**src/ida_pkg.sv**
```systemverilog
// Purpose: Shared types and constants of the indirect data addressing unit.
// Assumes: A 12-bit data space of 8-bit bytes and three data pointers.
// Notes: Wishbone offsets are byte addresses of 32-bit words.
`default_nettype none
package ida_pkg;
    typedef logic [11:0] addr_t;
    typedef logic [7:0] byte_t;
    localparam int NUM_PTR = 3;
    localparam addr_t ADDR_ONE = 12'h001;
    // ========================================================
    // Data-space map of pointer bytes and virtual locations
    localparam addr_t PREG_BASE = 12'hFF8;
    localparam addr_t PREG_LAST = 12'hFFD;
    localparam addr_t VLOC_BASE = 12'hFE0;
    localparam addr_t VLOC_LAST = 12'hFF7;
    localparam logic [2:0] VLOC_MAX_SUB = 3'h4;
    localparam logic [3:0] PHI_ZERO = 4'h0;
    typedef enum logic [2:0] {
        MODE_PLAIN = 3'h0,
        MODE_POST_DEC = 3'h1,
        MODE_POST_INC = 3'h2,
        MODE_PRE_INC = 3'h3,
        MODE_OFFSET = 3'h4
    } mode_e;
    // ========================================================
    // ALU operations and status layout
    typedef enum logic [2:0] {
        OP_ADD = 3'h0,
        OP_SUB = 3'h1,
        OP_AND = 3'h2,
        OP_IOR = 3'h3,
        OP_XOR = 3'h4,
        OP_RLC = 3'h5,
        OP_RRC = 3'h6,
        OP_MOV = 3'h7
    } alu_op_e;
    localparam int ST_Z = 2;
    localparam int ST_N = 4;
    localparam byte_t ST_RESET = 8'h00;
    // ========================================================
    // Wishbone register offsets
    localparam logic [7:0] WB_PTR_LAST = 8'h14;
    localparam logic [7:0] WB_WORKING_REGISTER = 8'h18;
    localparam logic [7:0] WB_STATUS = 8'h1C;
    localparam logic [7:0] WB_STATE = 8'h20;
    // ========================================================
    // Carriers
    typedef struct packed {
        logic valid;
        logic [1:0] ptr;
        mode_e mode;
        logic we;
        byte_t wdata;
    } ind_req_s;
    typedef struct packed {
        logic valid;
        alu_op_e op;
        byte_t a;
        byte_t b;
        logic dest_status;
    } alu_req_s;
    typedef struct packed {
        logic n;
        logic ov;
        logic z;
        logic dc;
        logic c;
    } flags_s;
endpackage : ida_pkg
`default_nettype wire

```
**src/alu_flags.sv**
```systemverilog
// Purpose: Combinational ALU with condition flag generation.
// Assumes: Carry input comes from the status register.
// Notes: The mask marks the flags an operation is allowed to change.
`timescale 1ns/10ps
`default_nettype none
module alu_flags (
    // Operation
    input wire ida_pkg::alu_op_e op_i,
    input wire ida_pkg::byte_t a_i,
    input wire ida_pkg::byte_t b_i,
    input wire logic carry_i,
    // Result
    output var ida_pkg::byte_t result_o,
    output var ida_pkg::flags_s flags_o,
    output var ida_pkg::flags_s mask_o
);
    import ida_pkg::*;

    logic [8:0] sum;
    logic [4:0] low;
    byte_t opb;

    // Subtraction adds the two's complement, so carries read as inverted borrow.
    always_comb begin
        opb = (op_i == OP_SUB) ? ~b_i : b_i;
        sum = {1'b0, a_i} + {1'b0, opb} + {8'h00, op_i == OP_SUB};
        low = {1'b0, a_i[3:0]} + {1'b0, opb[3:0]} + {4'h0, op_i == OP_SUB};
    end

    always_comb begin
        result_o = sum[7:0];
        flags_o = '0;
        mask_o = '0;
        mask_o.n = 1'b1;
        mask_o.z = 1'b1;
        case (op_i)
            OP_ADD, OP_SUB: begin
                mask_o = '1;
                flags_o.c = sum[8];
                flags_o.dc = low[4];
                flags_o.ov = (a_i[7] == opb[7]) && (sum[7] != a_i[7]);
            end
            OP_AND: result_o = a_i & b_i;
            OP_IOR: result_o = a_i | b_i;
            OP_XOR: result_o = a_i ^ b_i;
            OP_RLC: begin
                result_o = {a_i[6:0], carry_i};
                mask_o.c = 1'b1;
                mask_o.dc = 1'b1;
                flags_o.c = a_i[7];
                flags_o.dc = a_i[3];
            end
            OP_RRC: begin
                result_o = {carry_i, a_i[7:1]};
                mask_o.c = 1'b1;
                mask_o.dc = 1'b1;
                flags_o.c = a_i[0];
                flags_o.dc = a_i[4];
            end
            default: begin
                result_o = a_i;
                mask_o = '0;
            end
        endcase
        flags_o.n = result_o[7];
        flags_o.z = (result_o == 8'h00);
    end
endmodule : alu_flags
`default_nettype wire

```
**src/indirect_data_addressing.sv**
```systemverilog
// Purpose: Indirect data-memory addressing through three data pointers,
//          with the ALU condition flag register.
// Assumes: Synchronous data RAM with one cycle of read latency.
// Notes: One indirect access is in flight at a time.
// Functional notes
// - Three 12-bit pointers, each a high and low byte, span 4096 bytes.
// - A virtual location operand accesses memory at the pointer's address.
// - Reading a virtual location indirectly returns zero and sets zero flag.
// - Writing a virtual location indirectly does nothing, flags untouched.
// - Five locations per pointer: plain, post-dec, post-inc, pre-inc, offset.
// - Offset mode adds sign-extended working register; neither operand changes.
// - Pointer increments and decrements never touch status flags.
// - Indirect write to a pointer byte stores it and cancels pointer update.
// - Flag-updating results into status keep written data off the flags.
// - Negative flag, bit 4, copies the result's top bit.
// - Overflow flag, bit 3, marks signed overflow flipping bit 7.
// - Zero flag, bit 2, is set exactly when the result is zero.
// - Digit carry, bit 1, is nibble carry, inverted borrow; rotates load bit 4/3.
// - Carry, bit 0, is top-bit carry, inverted borrow; rotates load an end bit.
// - Subtraction adds the two's complement of the second operand.
//
// The implementer's own choices: the Wishbone register port and the address map.
`timescale 1ns/10ps
`default_nettype none
module indirect_data_addressing (
    // Clock and reset
    input wire logic clk_i,
    input wire logic rst_i,
    // Wishbone slave
    input wire logic wb_cyc_i,
    input wire logic wb_stb_i,
    input wire logic wb_we_i,
    input wire logic [7:0] wb_adr_i,
    input wire logic [3:0] wb_sel_i,
    input wire logic [31:0] wb_dat_i,
    output logic [31:0] wb_dat_o,
    output logic wb_ack_o,
    // Core indirect access
    input wire ida_pkg::ind_req_s ind_req_i,
    output logic ind_ready_o,
    output logic ind_done_o,
    output ida_pkg::byte_t ind_rdata_o,
    // Core ALU
    input wire ida_pkg::alu_req_s alu_req_i,
    output ida_pkg::byte_t alu_result_o,
    output ida_pkg::byte_t status_o,
    // Data RAM
    output ida_pkg::addr_t ram_addr_o,
    output logic ram_re_o,
    output logic ram_we_o,
    output ida_pkg::byte_t ram_wdata_o,
    input wire ida_pkg::byte_t ram_rdata_i
);
    import ida_pkg::*;

    typedef enum logic [3:0] {
        S_IDLE = 4'h1,
        S_ISSUE = 4'h2,
        S_WAIT = 4'h4,
        S_RESP = 4'h8
    } state_e;

    state_e state;
    addr_t ptr [NUM_PTR];
    byte_t working_register;
    byte_t status;
    logic last_trap;
    logic wb_wr;
    logic accept;
    addr_t cur;
    addr_t acc_addr;
    addr_t next_ptr;
    logic trap;
    logic hit_preg;
    logic [1:0] hit_idx;
    logic hit_high;
    logic ptr_mod;
    byte_t preg_val;
    byte_t alu_res;
    flags_s alu_flg;
    flags_s alu_msk;

    // ========================================================
    // Wishbone slave
    assign wb_wr = wb_cyc_i && wb_stb_i && wb_we_i && !wb_ack_o && wb_sel_i[0];

    always_ff @(posedge clk_i) begin
        if (rst_i) begin
            wb_ack_o <= 1'b0;
        end else begin
            wb_ack_o <= wb_cyc_i && wb_stb_i && !wb_ack_o;
        end
    end

    // Unmapped offsets still acknowledge and read as zero.
    always_ff @(posedge clk_i) begin
        if (rst_i) begin
            wb_dat_o <= '0;
        end else begin
            wb_dat_o <= '0;
            if (wb_adr_i <= WB_PTR_LAST) begin
                wb_dat_o[7:0] <= wb_adr_i[2] ? {PHI_ZERO, ptr[wb_adr_i[4:3]][11:8]}
                                             : ptr[wb_adr_i[4:3]][7:0];
            end else if (wb_adr_i == WB_WORKING_REGISTER) begin
                wb_dat_o[7:0] <= working_register;
            end else if (wb_adr_i == WB_STATUS) begin
                wb_dat_o[7:0] <= status;
            end else if (wb_adr_i == WB_STATE) begin
                wb_dat_o[1:0] <= {state != S_IDLE, last_trap};
            end
        end
    end

    always_ff @(posedge clk_i) begin
        if (rst_i) begin
            working_register <= 8'h00;
        end else if (wb_wr && wb_adr_i == WB_WORKING_REGISTER) begin
            working_register <= wb_dat_i[7:0];
        end
    end

    // ========================================================
    // Address formation for an accepted request
    assign ind_ready_o = (state == S_IDLE);
    assign accept = ind_ready_o && ind_req_i.valid;
    assign cur = ptr[ind_req_i.ptr];

    always_comb begin
        case (ind_req_i.mode)
            MODE_PRE_INC: acc_addr = cur + ADDR_ONE;
            MODE_OFFSET: acc_addr = cur + {{4{working_register[7]}}, working_register};
            default: acc_addr = cur;
        endcase
        case (ind_req_i.mode)
            MODE_POST_DEC: next_ptr = cur - ADDR_ONE;
            MODE_POST_INC, MODE_PRE_INC: next_ptr = cur + ADDR_ONE;
            default: next_ptr = cur;
        endcase
    end

    assign trap = (acc_addr >= VLOC_BASE) && (acc_addr <= VLOC_LAST)
                  && (acc_addr[2:0] <= VLOC_MAX_SUB);
    assign hit_preg = (acc_addr >= PREG_BASE) && (acc_addr <= PREG_LAST);
    assign hit_idx = acc_addr[2:1] - PREG_BASE[2:1];
    assign hit_high = acc_addr[0];
    assign preg_val = hit_high ? {PHI_ZERO, ptr[hit_idx][11:8]} : ptr[hit_idx][7:0];
    // A trapped write is a no-op, so its pointer is left alone as well.
    assign ptr_mod = accept && (next_ptr != cur)
                     && !(ind_req_i.we && (hit_preg || trap));

    // ========================================================
    // Pointer registers; a bus write lands after core updates and wins.
    for (genvar p = 0; p < NUM_PTR; p++) begin : g_ptr
        always_ff @(posedge clk_i) begin
            if (rst_i) begin
                ptr[p] <= '0;
            end else begin
                if (ptr_mod && ind_req_i.ptr == 2'(p)) begin
                    ptr[p] <= next_ptr;
                end
                if (accept && ind_req_i.we && hit_preg && !trap && hit_idx == 2'(p)) begin
                    if (hit_high) begin
                        ptr[p][11:8] <= ind_req_i.wdata[3:0];
                    end else begin
                        ptr[p][7:0] <= ind_req_i.wdata;
                    end
                end
                if (wb_wr && wb_adr_i <= WB_PTR_LAST && wb_adr_i[4:3] == 2'(p)) begin
                    if (wb_adr_i[2]) begin
                        ptr[p][11:8] <= wb_dat_i[3:0];
                    end else begin
                        ptr[p][7:0] <= wb_dat_i[7:0];
                    end
                end
            end
        end
    end

    // ========================================================
    // Access sequencer
    always_ff @(posedge clk_i) begin
        if (rst_i) begin
            state <= S_IDLE;
        end else begin
            case (state)
                S_IDLE: begin
                    if (accept) begin
                        state <= (trap || hit_preg) ? S_RESP : S_ISSUE;
                    end
                end
                S_ISSUE: state <= ram_re_o ? S_WAIT : S_RESP;
                S_WAIT: state <= S_RESP;
                S_RESP: state <= S_IDLE;
                default: state <= S_IDLE;
            endcase
        end
    end

    always_ff @(posedge clk_i) begin
        if (rst_i) begin
            ram_addr_o <= '0;
            ram_re_o <= 1'b0;
            ram_we_o <= 1'b0;
            ram_wdata_o <= 8'h00;
        end else begin
            ram_re_o <= 1'b0;
            ram_we_o <= 1'b0;
            if (accept && !trap && !hit_preg) begin
                ram_addr_o <= acc_addr;
                ram_re_o <= !ind_req_i.we;
                ram_we_o <= ind_req_i.we;
                ram_wdata_o <= ind_req_i.wdata;
            end
        end
    end

    always_ff @(posedge clk_i) begin
        if (rst_i) begin
            ind_rdata_o <= 8'h00;
            last_trap <= 1'b0;
        end else begin
            if (accept) begin
                last_trap <= trap;
                ind_rdata_o <= (trap || ind_req_i.we) ? 8'h00 : preg_val;
            end
            if (state == S_WAIT) begin
                ind_rdata_o <= ram_rdata_i;
            end
        end
    end

    always_ff @(posedge clk_i) begin
        if (rst_i) begin
            ind_done_o <= 1'b0;
        end else begin
            ind_done_o <= (state != S_RESP) && (next_state_resp());
        end
    end

    function automatic logic next_state_resp();
        next_state_resp = (state == S_WAIT) || (state == S_ISSUE && !ram_re_o)
                          || (accept && (trap || hit_preg));
    endfunction : next_state_resp

    // ========================================================
    // ALU and condition flags
    alu_flags u_alu (
        .op_i(alu_req_i.op),
        .a_i(alu_req_i.a),
        .b_i(alu_req_i.b),
        .carry_i(status[0]),
        .result_o(alu_res),
        .flags_o(alu_flg),
        .mask_o(alu_msk)
    );

    always_ff @(posedge clk_i) begin
        if (rst_i) begin
            alu_result_o <= 8'h00;
        end else if (alu_req_i.valid) begin
            alu_result_o <= alu_res;
        end
    end

    // Later assignments win: bus write, then ALU, then the trap's zero flag.
    always_ff @(posedge clk_i) begin
        if (rst_i) begin
            status <= ST_RESET;
        end else begin
            if (wb_wr && wb_adr_i == WB_STATUS) begin
                status[4:0] <= wb_dat_i[4:0];
            end
            if (alu_req_i.valid) begin
                for (int b = 0; b < 5; b++) begin
                    if (alu_msk[b]) begin
                        status[b] <= alu_flg[b];
                    end else if (alu_req_i.dest_status) begin
                        status[b] <= alu_res[b];
                    end
                end
            end
            if (accept && trap && !ind_req_i.we) begin
                status[ST_Z] <= 1'b1;
            end
        end
    end

    assign status_o = status;

    logic [1:0] idx_q;
    addr_t nxt_q;
    always_ff @(posedge clk_i) begin
        idx_q <= ind_req_i.ptr;
        nxt_q <= next_ptr;
    end
endmodule : indirect_data_addressing
`default_nettype wire

```
**config.mk**
```make
export PLATFORM = sky130hd
export DESIGN_NAME = indirect_data_addressing
export DESIGN_NICKNAME = d
export VERILOG_FILES = /design/src/ida_pkg.sv /design/src/alu_flags.sv /design/src/indirect_data_addressing.sv
export SDC_FILE = /design/constraint.sdc
export NUM_CORES = 1
export LEC_CHECK = 0
export BUFFER_PORTS_ARGS = -buffer_cell sky130_fd_sc_hd__buf_2
export CORE_ASPECT_RATIO = 1.25
export CORE_UTILIZATION = 52
export DETAILED_ROUTE_END_ITERATION = 8
export PLACE_DENSITY = 0.89
export SLEW_MARGIN = 0
export SYNTH_ARGS = -nofsm -noshare
export SYNTH_HDL_FRONTEND = slang
export SYNTH_SLANG_ARGS = --single-unit
```
**constraint.sdc**
```tcl
create_clock -name clk_i -period 4.7 [get_ports clk_i]
set_clock_uncertainty 0.1 [all_clocks]
set_input_delay 0.94 -clock clk_i [delete_from_list [all_inputs] [get_ports clk_i]]
set_output_delay 0.94 -clock clk_i [all_outputs]
set_load 0.1 [all_outputs]
```
==> out/metrics.yaml <==
drive_gt1_share_pct: 27.3
ys.flop_type: "dfxtp_1"
synth-async-reset-ratio_pct: 0
vias_per_cell: 6.27
cpMaxStageDelayCell: "or4_4"
cp.arrival_ns: 4.54
num_rows: 52
grt_util_met3_pct: 6.64
total_power_w: 0.00287
grtUsageMet1_pct: 38.0
rsz0062_at_grt: "no"
wl_per_cell_um: 20.1
synth_edf_count: 36
synth_cell_type_count: 97
drt-pass1-iter-count: 7
post-dp-hpwl_um: 23200
avgSynthCellArea_um2: 8.32
r2r_cells: 15
crit_path_start_kind: "input port"
final-hold-violation-count: 0
overflow: 0
critPathMaxStageDelay_ns: 0.55
area_delta_synth_final_pct: 21.1
drcViolationCount: 0
cp-startpoint: "ind_req_i[12]"
die_h_um: 148
seq_area_frac_synth_pct: 27.2
vdd_drop_max_mv: 0.171
diodes: 0
clkSlewWorstSetupHoldPaths_ns: 0.08
htreeDepth: 3
start_util_pct: 54.0
dieArea_um2: 17500
post-route-util_pct: 65.3
slew_viol_final: 0
critical_path_class: "in -> reg"
finalWirelength_um: 29700
r2r-start: "ptr[1][0]"
port_buffers: 119
synth_seq_cells: 102
maxCapViolCount: 0
maxSlewHeadroom_pct: 30.9
power_density_nw_per_um2: 268
cts_buffer_depth: 2
r2r_end: "ptr[0][1]"
top_usage_layer: "met2"
die_w_um: 119
ant_nets: 0
setup_viol: 0
leakagePower_nw: 4.72
max_freq_mhz: 220
period_share_pct: 96.6
worstMarginPinSlew_ns: 1.03
clock-sinks: 102
pre_cts_ws_ns: -0.335
grt_pass1_vias: 8855
endpoint_kind: "flip-flop"
crit_chain: "clkbuf_4 > buf_4 > mux2_4 > o21ai_2 > inv_2 > ha_1 > nand4_1 > a21oi_1 > o311a_1 > or4_4 > a2bb2oi_2 > nand4_4 > and3_4 > or3b_4"
finalCriticalPeriod_ns: 4.54
critPathCapture: "ptr[0][1]"
clockRootBuffer: "clkbuf_16"
timing.final.ws_setup_ns: 0.160
syn_area_um2: 8850
via_count: 9252
min_path_type: "reg -> reg"
cts_made_buffers: 9
cp_max_fo: 9
layoutNonFillerInstCount: 1476
grt_usage_pct: 33.9
cp.required_ns: 4.70
grt_max_degree: 64
first_iter_violations: 855
io_pins: 174
use_met2_pct: 56.9
rrSetupSlack_ns: 0.55
synthCells: 1063
clk_latency_ns: 0.37
post-place-cells: 1458
yosys_warnings: 0
gp_congestion: 0.992
core_um2: 16400
mostFrequentLayoutCells: "120 x buf_4, 118 x buf_2, 113 x nand2_1, 96 x nor2_1, 66 x dfxtp_1"
antenna_found_initial: 0
final_nets: 1388
layout_commonest_cell: "buf_4"
cts_tree: "done"
grt_pass1_wl_um: 46500
outcome: "completed"
[power by group]
part | internal (W) | switching [W] | total (W)
Combinational | 0.000316 | 0.000772 | 0.00109
Sequential | 0.000959 | 0.0000337 | 0.000993
Clock | 0.000424 | 0.000364 | 0.000787
Total | 0.00170 | 0.00117 | 0.00287
[area by class of cell]
type | instances | area [um2]
Fill cell | 1369 | 5680
Clock buffer | 10 | 229
Inverter | 54 | 208
Tap cell | 216 | 270
Clock inverter | 6 | 77.6
Multi-Input combinational cell | 848 | 6010
Timing Repair Buffer | 240 | 1520
Sequential cell | 102 | 2400
[cells in the mapped netlist (9+ instances only)]
master	count	area [um2]
dfxtp_1	66	1320
o21a_1	12	90.1
inv_1	44	165
nor2b_1	10	62.6
a22oi_1	10	75.1
nand2_1	113	424
nand2b_1	12	75.1
a31oi_1	11	68.8
nand4_1	10	62.6
ha_1	38	475
xnor2_1	25	219
nand3_1	43	215
o21ai_0	37	185
clkbuf_1	33	124
a41o_1	9	90.1
edfxtp_1	36	1080
and4_1	9	78.8
a21oi_1	51	255
mux2i_1	58	581
o211ai_1	14	105
nor2_1	96	360
o31ai_1	11	82.6
and3_1	12	75.1
mux2_2	13	146
a211oi_1	27	203
buf_4	32	240
o22ai_1	17	106
a221o_1	10	100
nor3_1	29	145
[state kept, by name, summed over array words and instances (netlist names)]
register,flops
ram_we_o,1
status_o,5
last_trap,1
wb_ack_o,1
ram_re_o,1
wb_dat_o,8
ptr,36
working_register,8
ind_rdata_o,8
state,4
ram_addr_o,12
ind_done_o,1
alu_result_o,8
ram_wdata_o,8
[routing by layer]
| layer | part of all wire [%] | vias to the layer above |
|---|---|---|
| met1 | 36 | 4323 |
| met4 | 7.0 | 0 |
| met3 | 8.0 | 136 |
| li1 | - | 4313 |
| met5 | 0 | - |
| met2 | 49 | 480 |
[kinds of logic (layout without fill, tap and decap cells)]
logic type,after synthesis,count (layout),share of synthesized area [%]
AND/OR/NAND/NOR,396,396,23.5
AO/OA/AOI/OAI,280,280,22.9
buffers and inverters,139,310,7.98
flip-flops,102,102,27.2
multiplexers,79,79,10.0
adder cells (fa/ha/maj),40,40,5.83
XOR/XNOR,26,26,2.57
other,1,27,0.0424
[worst min path at each step]
stage                    from         to  slack, ns  cells after the start
finish               ram_re_o   state[2]       0.37                      2
global route         ram_re_o   state[2]       0.39                      2
CTS                  ram_re_o   state[2]       0.36                      2
detailed placement   ram_re_o   state[2]       0.35                      2
global placement     ram_re_o   state[2]       0.35                      2
floorplan           last_trap  last_trap       0.34                      2
[metrics by stage]
stage               TNS [ns]  instance area, um2  hold slack (ns)
floorplan             -0.681                9070            0.337
global placement      -13.50               10400            0.348
detailed placement    -16.43               10400            0.353
CTS                        0               10700            0.363
global route               0               10700            0.393
finish                     0               10700            0.365
[worst max-delay path, delay by kind of cell]
kind | cells | cell delay (ns)
AO/OA/AOI/OAI | 4 | 0.92
adder cells (fa/ha/maj) | 1 | 0.36
buffers and inverters | 3 | 0.38
multiplexers | 1 | 0.30
AND/OR/NAND/NOR | 5 | 1.62
[timing repair]
item                                    in CTS  in global routing
endpoints found under the setup margin       5                 74
hold buffers                                 0                  0
buffers inserted                             1                  1
endpoints found under the hold margin        0                  0
pin swaps                                    1                  3
gates resized for setup                      0                  4
Power figures use the tool's default switching activity.
